[config.mk]
export PLATFORM = sky130hd
export DESIGN_NAME = quadrature_position_counter
export DESIGN_NICKNAME = d
export VERILOG_FILES = /design/src/verilog/qpc_pkg.sv /design/src/verilog/quadrature_position_counter.sv /design/src/verilog/phase_sync.sv
export VERILOG_INCLUDE_DIRS = /design/src /design/src/verilog
export SDC_FILE = /design/constraint.sdc
export NUM_CORES = 1
export LEC_CHECK = 0
export ABC_CLOCK_PERIOD_IN_PS = 4100
export BUFFER_PORTS_ARGS = -buffer_cell sky130_fd_sc_hd__buf_2
export CAP_MARGIN = 20
export CORE_MARGIN = 4
export CORE_UTILIZATION = 29
export DETAILED_ROUTE_END_ITERATION = 10
export PLACE_DENSITY_LB_ADDON = 0.2
export SKIP_CTS_REPAIR_TIMING = 1
export SYNTH_ARGS = -nofsm -noshare
export SYNTH_HDL_FRONTEND = slang
export SYNTH_SLANG_ARGS = --single-unit
[constraint.sdc]
create_clock -name mclk_i -period 4.1 [get_ports mclk_i]
set_clock_uncertainty 0.05 [all_clocks]
set_input_delay 0.205 -clock mclk_i [delete_from_list [all_inputs] [get_ports mclk_i]]
set_output_delay 0.205 -clock mclk_i [all_outputs]
set_load 0.05 [all_outputs]
[src/verilog/qpc_cfg.svh]
// Constants of the quadrature position counter: offsets, fields, codes.
// Assumes inclusion by its bare name from the package and the design files.
`ifndef QPC_CFG_SVH
`define QPC_CFG_SVH

`define QPC_CNT_W       16
`define QPC_ADDR_W      8
`define QPC_DATA_W      32
`define QPC_SYNC_W      3
`define QPC_IRQ_W       2

`define QPC_OFF_CTRL    8'h00
`define QPC_OFF_FILT    8'h04
`define QPC_OFF_POS     8'h08
`define QPC_OFF_MAX     8'h0C
`define QPC_OFF_ISTAT   8'h10
`define QPC_OFF_IMASK   8'h14

`define QPC_CTRL_ERR    15
`define QPC_CTRL_DIR    11
`define QPC_CTRL_MODE_H 10
`define QPC_CTRL_MODE_L 8
`define QPC_CTRL_IDXEN  2
`define QPC_FILT_ERROR_IRQ_DISABLE   8
`define QPC_IRQ_ERR     0
`define QPC_IRQ_IDX     1

`define QPC_MODE_OFF    3'h0
`define QPC_MODE_X2_IDX 3'h4
`define QPC_MODE_X2_MAX 3'h5
`define QPC_MODE_X4_IDX 3'h6
`define QPC_MODE_X4_MAX 3'h7

`define QPC_MAX_RST     16'hFFFF
`define QPC_SYNC_A      0
`define QPC_SYNC_B      1
`define QPC_SYNC_IDX    2

`endif

[src/verilog/qpc_pkg.sv]
// Types shared by the quadrature position counter files.
// Assumes qpc_cfg.svh is on the include path.
`include "qpc_cfg.svh"

package qpc_pkg;

  // Operating mode codes of the mode field.
  typedef enum logic [2:0] {
    MODE_OFF    = `QPC_MODE_OFF,
    MODE_X2_IDX = `QPC_MODE_X2_IDX,
    MODE_X2_MAX = `QPC_MODE_X2_MAX,
    MODE_X4_IDX = `QPC_MODE_X4_IDX,
    MODE_X4_MAX = `QPC_MODE_X4_MAX
  } mode_e;

  typedef logic [`QPC_DATA_W-1:0] word_t;

endpackage

[src/verilog/quadrature_position_counter.sv]
// Quadrature encoder position counter with an APB register slave.
// Assumes a single clock, an APB master in the same domain and an
// incremental encoder on the phase and index pins.
//
// Decided for this implementation: the APB slave port and the address map.
`timescale 1ns/100ps
`include "qpc_cfg.svh"

////////////////////////////////////////////////////////////////////////////
module quadrature_position_counter
  import qpc_pkg::*;
#(
  parameter int CNT_W = `QPC_CNT_W
) (
  input  wire logic                   mclk_i,
  input  wire logic                   rst_b_i,
  input  wire logic                   ce_i,
  input  wire logic                   psel_i,
  input  wire logic                   penable_i,
  input  wire logic                   pwrite_i,
  input  wire logic [`QPC_ADDR_W-1:0] paddr_i,
  input  wire logic [`QPC_DATA_W-1:0] pwdata_i,
  input  wire logic                   phase_a_in_i,
  input  wire logic                   phase_b_in_i,
  input  wire logic                   index_in_i,
  output logic      [`QPC_DATA_W-1:0] prdata_o,
  output logic                        pready_o,
  output logic                        pslverr_o,
  output logic                        irq_o,
  output logic                        count_direction_o
);

  if (CNT_W > `QPC_DATA_W) begin : g_too_wide
    $error("Count width must fit the data bus.");
  end
  if (CNT_W != `QPC_CNT_W) begin : g_bad_cnt
    $error("Count width must match the 16-bit register layout.");
  end

  ////////////////////////////////////////////////////////////////////////////
  // Decoding helpers.

  // Index reset modes are the only ones with error checking.
  function automatic logic is_idx_mode(input logic [2:0] m);
    return (m == `QPC_MODE_X2_IDX) || (m == `QPC_MODE_X4_IDX);
  endfunction

  // Codes 110 and 111 count both phases.
  function automatic logic is_x4_mode(input logic [2:0] m);
    return (m == `QPC_MODE_X4_IDX) || (m == `QPC_MODE_X4_MAX);
  endfunction

  // Addresses that hold a register.
  function automatic logic addr_hit(input logic [`QPC_ADDR_W-1:0] a);
    return (a == `QPC_OFF_CTRL) || (a == `QPC_OFF_FILT) ||
           (a == `QPC_OFF_POS) || (a == `QPC_OFF_MAX) ||
           (a == `QPC_OFF_ISTAT) || (a == `QPC_OFF_IMASK);
  endfunction

  ////////////////////////////////////////////////////////////////////////////
  // State.

  logic [2:0]             operating_mode_select;
  logic                   index_reset_enable;
  logic                   error_irq_disable;
  logic                   count_error_flag;
  logic                   count_direction;
  logic [CNT_W-1:0]       position_count;
  logic [CNT_W-1:0]       max_count_limit;
  logic [`QPC_IRQ_W-1:0]  irq_status;
  logic [`QPC_IRQ_W-1:0]  irq_mask;
  logic [`QPC_SYNC_W-1:0] pin_now;
  logic [`QPC_SYNC_W-1:0] pin_prev;
  logic [CNT_W-1:0]       next_position;
  logic [`QPC_IRQ_W-1:0]  next_irq_status;
  logic [`QPC_IRQ_W-1:0]  irq_event;
  logic [`QPC_IRQ_W-1:0]  irq_w1c;
  logic                   a_chg;
  logic                   b_chg;
  logic                   dir_up;
  logic                   count_pulse;
  logic                   idx_mode;
  logic                   index_rise;
  logic                   idx_clear;
  logic                   err_hit;
  logic                   wr_en;
  logic                   wr_ctrl;
  logic                   wr_pos;

  ////////////////////////////////////////////////////////////////////////////
  // Input synchronisation and edge decode.

  // Phase and index pins are brought into the clock domain first.
  phase_sync #(
    .WIDTH (`QPC_SYNC_W)
  ) u_sync (
    .mclk_i  (mclk_i),
    .rst_b_i (rst_b_i),
    .ce_i    (ce_i),
    .async_i ({index_in_i, phase_b_in_i, phase_a_in_i}),
    .sync_o  (pin_now),
    .prev_o  (pin_prev)
  );

  // A step is counted only when exactly one phase moved; a double change
  // is a lost step and is dropped rather than guessed.
  assign a_chg       = pin_now[`QPC_SYNC_A] ^ pin_prev[`QPC_SYNC_A];
  assign b_chg       = pin_now[`QPC_SYNC_B] ^ pin_prev[`QPC_SYNC_B];
  assign dir_up      = pin_now[`QPC_SYNC_A] ^ pin_prev[`QPC_SYNC_B];
  assign idx_mode    = is_idx_mode(operating_mode_select);
  assign count_pulse = operating_mode_select[2] &
                       (is_x4_mode(operating_mode_select) ?
                        (a_chg ^ b_chg) :
                        (a_chg & ~b_chg));
  assign index_rise  = pin_now[`QPC_SYNC_IDX] & ~pin_prev[`QPC_SYNC_IDX];

  // The index only counts as a reference while both phases are low.
  assign idx_clear = idx_mode & index_reset_enable & index_rise &
                     ~pin_now[`QPC_SYNC_A] &
                     ~pin_now[`QPC_SYNC_B];

  ////////////////////////////////////////////////////////////////////////////
  // Next position.

  // Index modes run free over the full range; max modes wrap at the limit.
  always_comb begin
    next_position = position_count;
    if (count_pulse) begin
      if (idx_mode) begin
        next_position = dir_up ? position_count + 1'b1
                               : position_count - 1'b1;
      end else if (dir_up) begin
        next_position = (position_count == max_count_limit) ?
                        '0 : position_count + 1'b1;
      end else begin
        next_position = (position_count == '0) ?
                        max_count_limit : position_count - 1'b1;
      end
    end
  end

  // Going up, reaching max plus one is an error; going down, all ones.
  assign err_hit = idx_mode & count_pulse & ~idx_clear &
                   (dir_up ? ({1'b0, next_position} ==
                              {1'b0, max_count_limit} + 1'b1)
                           : (next_position == {CNT_W{1'b1}}));

  ////////////////////////////////////////////////////////////////////////////
  // APB decode.

  // One access cycle per transfer: pready rises on the setup edge.
  assign wr_en   = psel_i & penable_i & pwrite_i & pready_o;
  assign wr_ctrl = wr_en & (paddr_i == `QPC_OFF_CTRL);
  assign wr_pos  = wr_en & (paddr_i == `QPC_OFF_POS);
  assign irq_w1c = (wr_en && paddr_i == `QPC_OFF_ISTAT) ?
                   pwdata_i[`QPC_IRQ_W-1:0] : '0;

  // Setup cycle latches the answer so all bus outputs are registered.
  always_ff @(posedge mclk_i or negedge rst_b_i) begin
    if (!rst_b_i) begin
      pready_o  <= 1'b0;
      pslverr_o <= 1'b0;
      prdata_o  <= '0;
    end else if (ce_i) begin
      pready_o  <= psel_i & ~penable_i;
      pslverr_o <= psel_i & ~penable_i & ~addr_hit(paddr_i);
      prdata_o  <= '0;
      if (psel_i && !penable_i && !pwrite_i) begin
        unique case (paddr_i)
          `QPC_OFF_CTRL: begin
            prdata_o[`QPC_CTRL_ERR]   <= count_error_flag;
            prdata_o[`QPC_CTRL_DIR]   <= count_direction;
            prdata_o[`QPC_CTRL_MODE_H:`QPC_CTRL_MODE_L]
                                      <= operating_mode_select;
            prdata_o[`QPC_CTRL_IDXEN] <= index_reset_enable;
          end
          `QPC_OFF_FILT: begin
            prdata_o[`QPC_FILT_ERROR_IRQ_DISABLE] <= error_irq_disable;
          end
          `QPC_OFF_POS: begin
            prdata_o[CNT_W-1:0] <= position_count;
          end
          `QPC_OFF_MAX: begin
            prdata_o[CNT_W-1:0] <= max_count_limit;
          end
          `QPC_OFF_ISTAT: begin
            prdata_o[`QPC_IRQ_W-1:0] <= irq_status;
          end
          `QPC_OFF_IMASK: begin
            prdata_o[`QPC_IRQ_W-1:0] <= irq_mask;
          end
          default: begin
            prdata_o <= '0;
          end
        endcase
      end
    end
  end

  ////////////////////////////////////////////////////////////////////////////
  // Control register.

  // Mode and index enable are plain software fields.
  always_ff @(posedge mclk_i or negedge rst_b_i) begin
    if (!rst_b_i) begin
      operating_mode_select <= `QPC_MODE_OFF;
      index_reset_enable    <= 1'b0;
    end else if (ce_i && wr_ctrl) begin
      operating_mode_select <=
        pwdata_i[`QPC_CTRL_MODE_H:`QPC_CTRL_MODE_L];
      index_reset_enable    <= pwdata_i[`QPC_CTRL_IDXEN];
    end
  end

  // Hardware never clears the error flag, and a new error wins over a
  // software write of zero in the same cycle.
  always_ff @(posedge mclk_i or negedge rst_b_i) begin
    if (!rst_b_i) begin
      count_error_flag <= 1'b0;
    end else if (ce_i) begin
      if (err_hit) begin
        count_error_flag <= 1'b1;
      end else if (wr_ctrl) begin
        count_error_flag <= pwdata_i[`QPC_CTRL_ERR];
      end
    end
  end

  // Interrupt disable for the count error event.
  always_ff @(posedge mclk_i or negedge rst_b_i) begin
    if (!rst_b_i) begin
      error_irq_disable <= 1'b0;
    end else if (ce_i && wr_en && paddr_i == `QPC_OFF_FILT) begin
      error_irq_disable <= pwdata_i[`QPC_FILT_ERROR_IRQ_DISABLE];
    end
  end

  ////////////////////////////////////////////////////////////////////////////
  // Position, limit and direction.

  // Index clear beats a software load, which beats a count step.
  always_ff @(posedge mclk_i or negedge rst_b_i) begin
    if (!rst_b_i) begin
      position_count <= '0;
    end else if (ce_i) begin
      if (idx_clear) begin
        position_count <= '0;
      end else if (wr_pos) begin
        position_count <= pwdata_i[CNT_W-1:0];
      end else begin
        position_count <= next_position;
      end
    end
  end

  // The limit resets to all ones so max modes run the full range.
  always_ff @(posedge mclk_i or negedge rst_b_i) begin
    if (!rst_b_i) begin
      max_count_limit <= `QPC_MAX_RST;
    end else if (ce_i && wr_en && paddr_i == `QPC_OFF_MAX) begin
      max_count_limit <= pwdata_i[CNT_W-1:0];
    end
  end

  // Direction holds its last decoded value between steps.
  always_ff @(posedge mclk_i or negedge rst_b_i) begin
    if (!rst_b_i) begin
      count_direction <= 1'b0;
    end else if (ce_i && count_pulse) begin
      count_direction <= dir_up;
    end
  end

  assign count_direction_o = count_direction;

  ////////////////////////////////////////////////////////////////////////////
  // Interrupts.

  // Wraps are deliberately absent from the event list.
  assign irq_event[`QPC_IRQ_ERR] = err_hit & ~error_irq_disable;
  assign irq_event[`QPC_IRQ_IDX] = idx_mode & index_rise;
  assign next_irq_status = (irq_status & ~irq_w1c) | irq_event;

  // Sticky status with write-one-to-clear; the set wins over the clear.
  always_ff @(posedge mclk_i or negedge rst_b_i) begin
    if (!rst_b_i) begin
      irq_status <= '0;
    end else if (ce_i) begin
      irq_status <= next_irq_status;
    end
  end

  // Mask register of the same layout.
  always_ff @(posedge mclk_i or negedge rst_b_i) begin
    if (!rst_b_i) begin
      irq_mask <= '0;
    end else if (ce_i && wr_en && paddr_i == `QPC_OFF_IMASK) begin
      irq_mask <= pwdata_i[`QPC_IRQ_W-1:0];
    end
  end

  // Level output follows status and mask one edge later.
  always_ff @(posedge mclk_i or negedge rst_b_i) begin
    if (!rst_b_i) begin
      irq_o <= 1'b0;
    end else if (ce_i) begin
      irq_o <= |(irq_status & irq_mask);
    end
  end
endmodule

[src/verilog/phase_sync.sv]
// Two-flop synchroniser with a history stage for edge detection.
// Assumes inputs may change at any time relative to mclk_i.
`timescale 1ns/100ps

module phase_sync #(
  parameter int WIDTH = 1
) (
  input  wire logic             mclk_i,
  input  wire logic             rst_b_i,
  input  wire logic             ce_i,
  input  wire logic [WIDTH-1:0] async_i,
  output logic      [WIDTH-1:0] sync_o,
  output logic      [WIDTH-1:0] prev_o
);

  logic [WIDTH-1:0] meta;

  if (WIDTH < 1) begin : g_bad_width
    $error("phase_sync needs at least one bit.");
  end

  // Only the second stage reads the first, so metastability stays contained.
  always_ff @(posedge mclk_i or negedge rst_b_i) begin
    if (!rst_b_i) begin
      meta   <= '0;
      sync_o <= '0;
      prev_o <= '0;
    end else if (ce_i) begin
      meta   <= async_i;
      sync_o <= meta;
      prev_o <= sync_o;
    end
  end

endmodule

Word level (Yosys, flattened, before mapping)
Index checks and enable logic that the tools add are counted.
{ "classes": {"n_reduce_logical": 23, "n_shift": 0, "n_bitwise": 35, "eq_ne": 11, "div": 0, "order_cmp": 0, "multipliers": 0, "addsub": 3, "n_mux": 21} }
{ "op_table": {"columns": ["cell", "n"], "rows": [
  ["two-way mux 16 bit", 9],
  ["AND 1 bit", 19],
  ["adder 16 x 1 -> 17 bit, second input constant", 1],
  ["equality test 16 x 17 -> 1 bit", 1],
  ["adder 16 x 1 -> 16 bit, second input constant", 1],
  ["equality test 16 bit", 1],
  ["equality test 16 bit, second input constant", 1],
  ["equality test 8 x 4 -> 1 bit, second input constant", 2],
  ["equality test 8 x 5 -> 1 bit, second input constant", 2],
  ["zero test 16 bit", 1],
  ["subtractor 16 x 1 -> 16 bit, second input constant", 1],
  ["case mux 5 bit (2 select lines)", 1],
  ["equality test 3 bit, second input constant", 3],
  ["logical AND 1 bit", 9],
  ["case mux 3 bit (3 select lines)", 1],
  ["equality test 8 x 3 -> 1 bit, second input constant", 1],
  ["zero test 8 bit", 1],
  ["NOT 1 bit", 8],
  ["case mux 2 bit (4 select lines)", 1],
  ["logical OR 1 bit", 7],
  ["case mux 1 bit (3 select lines)", 2],
  ["case mux 3 bit (2 select lines)", 1],
  ["AND 2 bit", 2],
  ["two-way mux 1 bit", 4],
  ["9 further kinds", 13]
]} }
{ "totals": {"elab_cells": 109, "romBits": 0, "latchBits": 0, "out_inout_bits": 36, "ff_bits": 87, "ram_bits": 0, "n_memories": 0} }

Longest topological paths before layout
{ "logic_depth": {"depth_word": 11, "mapped_depth": 14, "ltp_nobuf": 11} }

By module
A second synthesis with hierarchy kept.
{ "unflattened": {"hier_cells": 636, "area_unflattened_um2": 5467.7} }
{ "modules_own_cells": {"columns": ["mod", "cells_per_inst", "area_each_um2", "seq_area_each_um2", "instances"], "rows": [
  ["quadrature_position_counter", 617, 5096.1, 1571.5, 1],
  ["phase_sync", 19, 371.6, 225.2, 1]
]} }

Least setup slack after synthesis
OpenSTA, ideal clock, no wires.
{ "synth_path": {"path_kind": "register to register", "startpoint": "register position_count[3]", "endpoint": "register irq_status[0]", "setup_ns": 0.092, "path_stages_with_launch": 12, "arrival_ns": 3.519, "path_slack_ns": 0.439, "synth_period_minus_slack_ns": 3.661, "path_cell_list": "dfrtp_1 > or4_1 > buf_2 > or4_4 > buf_6 > or4_1 > a211oi_1 > a211o_1 > mux2_1 > nor4_1 > o2111ai_1 > o31ai_2"} }
{ "synth_between": {"elab_chain_cells": 10, "elab_cells_between_ends": 16} }
{ "synth_rtl": {"columns": ["item", "line", "text"], "rows": [
  ["from (decl)", "quadrature_position_counter.sv:68", "logic [CNT_W-1:0] position_count;"],
  ["from (signal assigned)", "quadrature_position_counter.sv:249", "position_count <= pwdata_i[CNT_W-1:0];"],
  ["from (signal assigned)", "quadrature_position_counter.sv:251", "position_count <= next_position;"],
  ["subtractor 16 x 1 -> 16 bit (tied with other cells)", "quadrature_position_counter.sv:131, quadrature_position_counter.sv:137", null],
  ["two-way mux 16 bit (on tied branches)", "quadrature_position_counter.sv:136, quadrature_position_counter.sv:133", null],
  ["two-way mux 16 bit", "quadrature_position_counter.sv:132", "end else if (dir_up) begin"],
  ["two-way mux 16 bit", "quadrature_position_counter.sv:129", "if (idx_mode) begin"],
  ["two-way mux 16 bit (*)", "quadrature_position_counter.sv:128", "if (count_pulse) begin"],
  ["equality test 16 x 17 -> 1 bit / equality test 16 bit (equally long branches)", "quadrature_position_counter.sv:144, quadrature_position_counter.sv:146", null],
  ["two-way mux 1 bit (*)", "quadrature_position_counter.sv:144", "(dir_up ? ({1'b0, next_position} =="],
  ["AND 1 bit (*)", "quadrature_position_counter.sv:143", "assign err_hit = idx_mode & count_pulse & ~idx_clear &"],
  ["AND 1 bit (*)", "quadrature_position_counter.sv:280", "assign irq_event[`QPC_IRQ_ERR] = err_hit & ~error_irq_disable;"],
  ["bitwise OR 2 bit (*)", "quadrature_position_counter.sv:282", "assign next_irq_status = (irq_status & ~irq_w1c) | irq_event;"],
  ["to (signal assigned)", "quadrature_position_counter.sv:289", "irq_status <= next_irq_status;"],
  ["to (decl)", "quadrature_position_counter.sv:70", "logic [`QPC_IRQ_W-1:0] irq_status;"]
]} }
Mark *: on every way between the ends. The rest lies on a longest branch, timed or not.
A chain may end at the register's enable or synchronous reset.

Worst setup path after layout
Same ends and word-level chain as after synthesis.

==> impl_metrics.json <==
{
  "cts_tree": "yes",
  "end_kind": "register",
  "clk_path_buf_depth": 2,
  "drive_gt1_frac": 0.268,
  "drt_iter0_drc": 473,
  "cts_root_buffer": "clkbuf_16",
  "numCtsBuffers": 9,
  "avgSynthCellArea_um2": 8.70,
  "failed_checks": "hold timing",
  "setup_viol": 0,
  "die_h_um": 149,
  "dieArea_mm2": 0.0222,
  "rsz0062_at_grt": "false",
  "final_antenna_net_count": 0,
  "portBuffers": 52,
  "dpl_cell_area_mm2": 0.00654,
  "report.final.slew_viol_count": 0,
  "async_flop_share": 1.00,
  "die_w_um": 149,
  "syn-instance-count": 664,
  "cts.sink_count": 71,
  "fin_nets": 783,
  "grt_pass1_wl_mm": 33.5,
  "antenna_found_initial": 0,
  "wl_mm": 21.9,
  "startpoint_type": "register",
  "synth_cell_types": 74,
  "relSlewSlack": 0.351,
  "ys_warn_count": 0,
  "worst_pin_slew_ns": 0.971,
  "synth_area_mm2": 0.00578,
  "fillers": 2041,
  "ys.flop_type": "dfrtp_1",
  "htreeDepth": 3,
  "power.leakage_nw": 2.93,
  "pre_cts_ws_ns": 0.197,
  "drc": 0,
  "synth_edf_count": 0,
  "grt_util_all_layers": 0.198,
  "seq_area_frac_synth": 0.311,
  "synthTopCellsByArea": "dfrtp_1 24%, dfstp_2 7.3%, mux2_2 6.2%",
  "worst_ep_required_time_ns": 4.32,
  "grt_remaining_overflow": 0,
  "power_density_mw_per_mm2": 452,
  "cts.reportedPaths.clkPinSlew_ns": 0.07,
  "grt_max_degree": 72,
  "syn_to_final_growth_pct": 18.7,
  "netlist.area_leader.share": 0.238,
  "layout_setup_ws_ns": 0.239,
  "min_path_type": "input pin to async pin",
  "vias": 5659,
  "stdcell_area_mm2": 0.00685,
  "final.setup.tns_ns": 0,
  "min_period_ns": 3.86,
  "post-synth-top-area-cell": "dfrtp_1",
  "vdd_drop_max_uv": 207,
  "hpwl_mm": 16.0,
  "place_inst": 983,
  "wl_per_cell_um": 21.9,
  "cap_viol_max_count": 0,
  "start_util": 0.296,
  "status": "finished, violations left",
  "p_total_mw": 3.10,
  "viasPerCell": 5.66,
  "grt_pass1_vias": 5592,
  "fmax_mhz": 259,
  "synth_seq_cells": 71,
  "criticalPathCategory": "register to register",
  "clk_latency_ns": 0.36,
  "gp_congestion": 0.975,
  "antenna_cells": 0,
  "post-route-period-util": 0.942,
  "path_max_fanout": 2,
  "io_pins": 85,
  "final_cells": 999,
  "holdWs_ns": -0.0636,
  "cp.arrival_ns": 4.08,
  "drtPass1Iterations": 5,
  "num_rows": 51,
  "hold_violations": 55,
  "core_area_mm2": 0.0195
}
==> flip-flops by register name (all words and copies together) (netlist names), 3 cells and up <==
name	cells
u_sync.prev_o	3
max_count_limit	16
position_count	16
operating_mode_select	3
u_sync.sync_o	3
u_sync.meta	3
prdata_o	16
==> routing by layer <==
layer  GRT usage  vias to the layer above  share of wire
met5           0                        -              0
met4      0.0737                        0          0.032
met3      0.0264                       43          0.054
met2       0.311                      221           0.45
met1       0.279                     2790           0.46
li1            -                     2605              -
==> power breakdown <==
part	internal [mW]	switching (mW)	leakage [nW]
logic	0.558	0.886	1.90
registers	0.764	0.0441	0.885
clock network	0.481	0.365	0.148
==> final timing paths <==
path,to,slack [ns],from,cells after the start
worst min register to register,prdata_o[5],0.43,prdata_o[5],1
worst max-delay path,irq_status[0],0.24,position_count[3],10
worst max register to register,irq_status[0],0.24,position_count[3],10
min in group mclk_i,u_sync.meta[1],0.03,phase_b_in_i,2
max in group asynchronous,prdata_o[6],3.45,rst_b_i,1
worst min-delay path,u_sync.sync_o[0],-0.06,rst_b_i,1
==> kinds of logic after synthesis <==
kind of cell	count (synthesis)	synth area share
multiplexers	60	0.114
buffers and inverters	94	0.0743
AND/OR/NAND/NOR	217	0.208
AO/OA/AOI/OAI	174	0.218
other	1	0.000649
XOR/XNOR	42	0.0637
adder cells (fa/ha/maj)	5	0.0108
flip-flops	71	0.311
==> per-stage QoR <==
stage	util	hold slack [ns]
after floorplan	-	-0.141
after global placement	0.335	0.351
after detailed placement	0.335	0.363
after CTS	0.351	-0.0105
after global routing	0.351	0.0312
final	0.351	-0.0636
==> layout make-up <==
cell class / count / area (um^2) / share of cell area
clock buffers: 9 / 225 / 0.0329
clock inverters: 7 / 80.1 / 0.0117
inverters: 19 / 71.3 / 0.0104
multi-input cells: 514 / 3620 / 0.528
flip-flops and latches: 71 / 1800 / 0.262
well taps: 265 / 332 / 0.0484
repair buffers: 114 / 728 / 0.106
==> Yosys cell counts (all sizes together) (4+ instances only) <==
library cell	n
xnor2	16
nor4b	5
o211ai	11
nand3b	4
a22oi	5
inv	18
mux2	34
nand4	17
a211oi	9
nand3	25
xor2	26
dfstp	16
o2111ai	4
nor4	14
ha	5
a221oi	4
nand2	46
or3	7
nand2b	7
or4	12
a32o	5
a21o	7
a31oi	7
and3	9
clkbuf	51
nor2	29
buf	24
a22o	9
mux2i	25
nor3	20
and4	6
dfrtp	55
o22ai	8
o2bb2ai	13
o21ai	33
a32oi	4
a21oi	24
o31ai	7
==> cells in the final DEF, fill, tap and decap left out, drive strengths merged, types with 20 or more instances in the layout <==
master  Yosys  final
nand2      46     46
dfrtp      55     55
inv        18     21
mux2       34     34
xor2       26     26
a21oi      24     24
buf        24    114
nand3      25     25
mux2i      25     25
nor2       29     29
o21ai      33     33
nor3       20     20
==> critical path, stage by stage (launching register included) <==
cell and delay, ns:
dfrtp_1 0.37, or4_1 0.62, or4_4 0.58, or4_1 0.48
a211oi_1 0.28, a211o_1 0.17, mux2_1 0.33, nor4_1 0.30
buf_4 0.18, o2111ai_2 0.15, o31ai_2 0.27
Note: power is estimated with default switching activity, not from simulation.
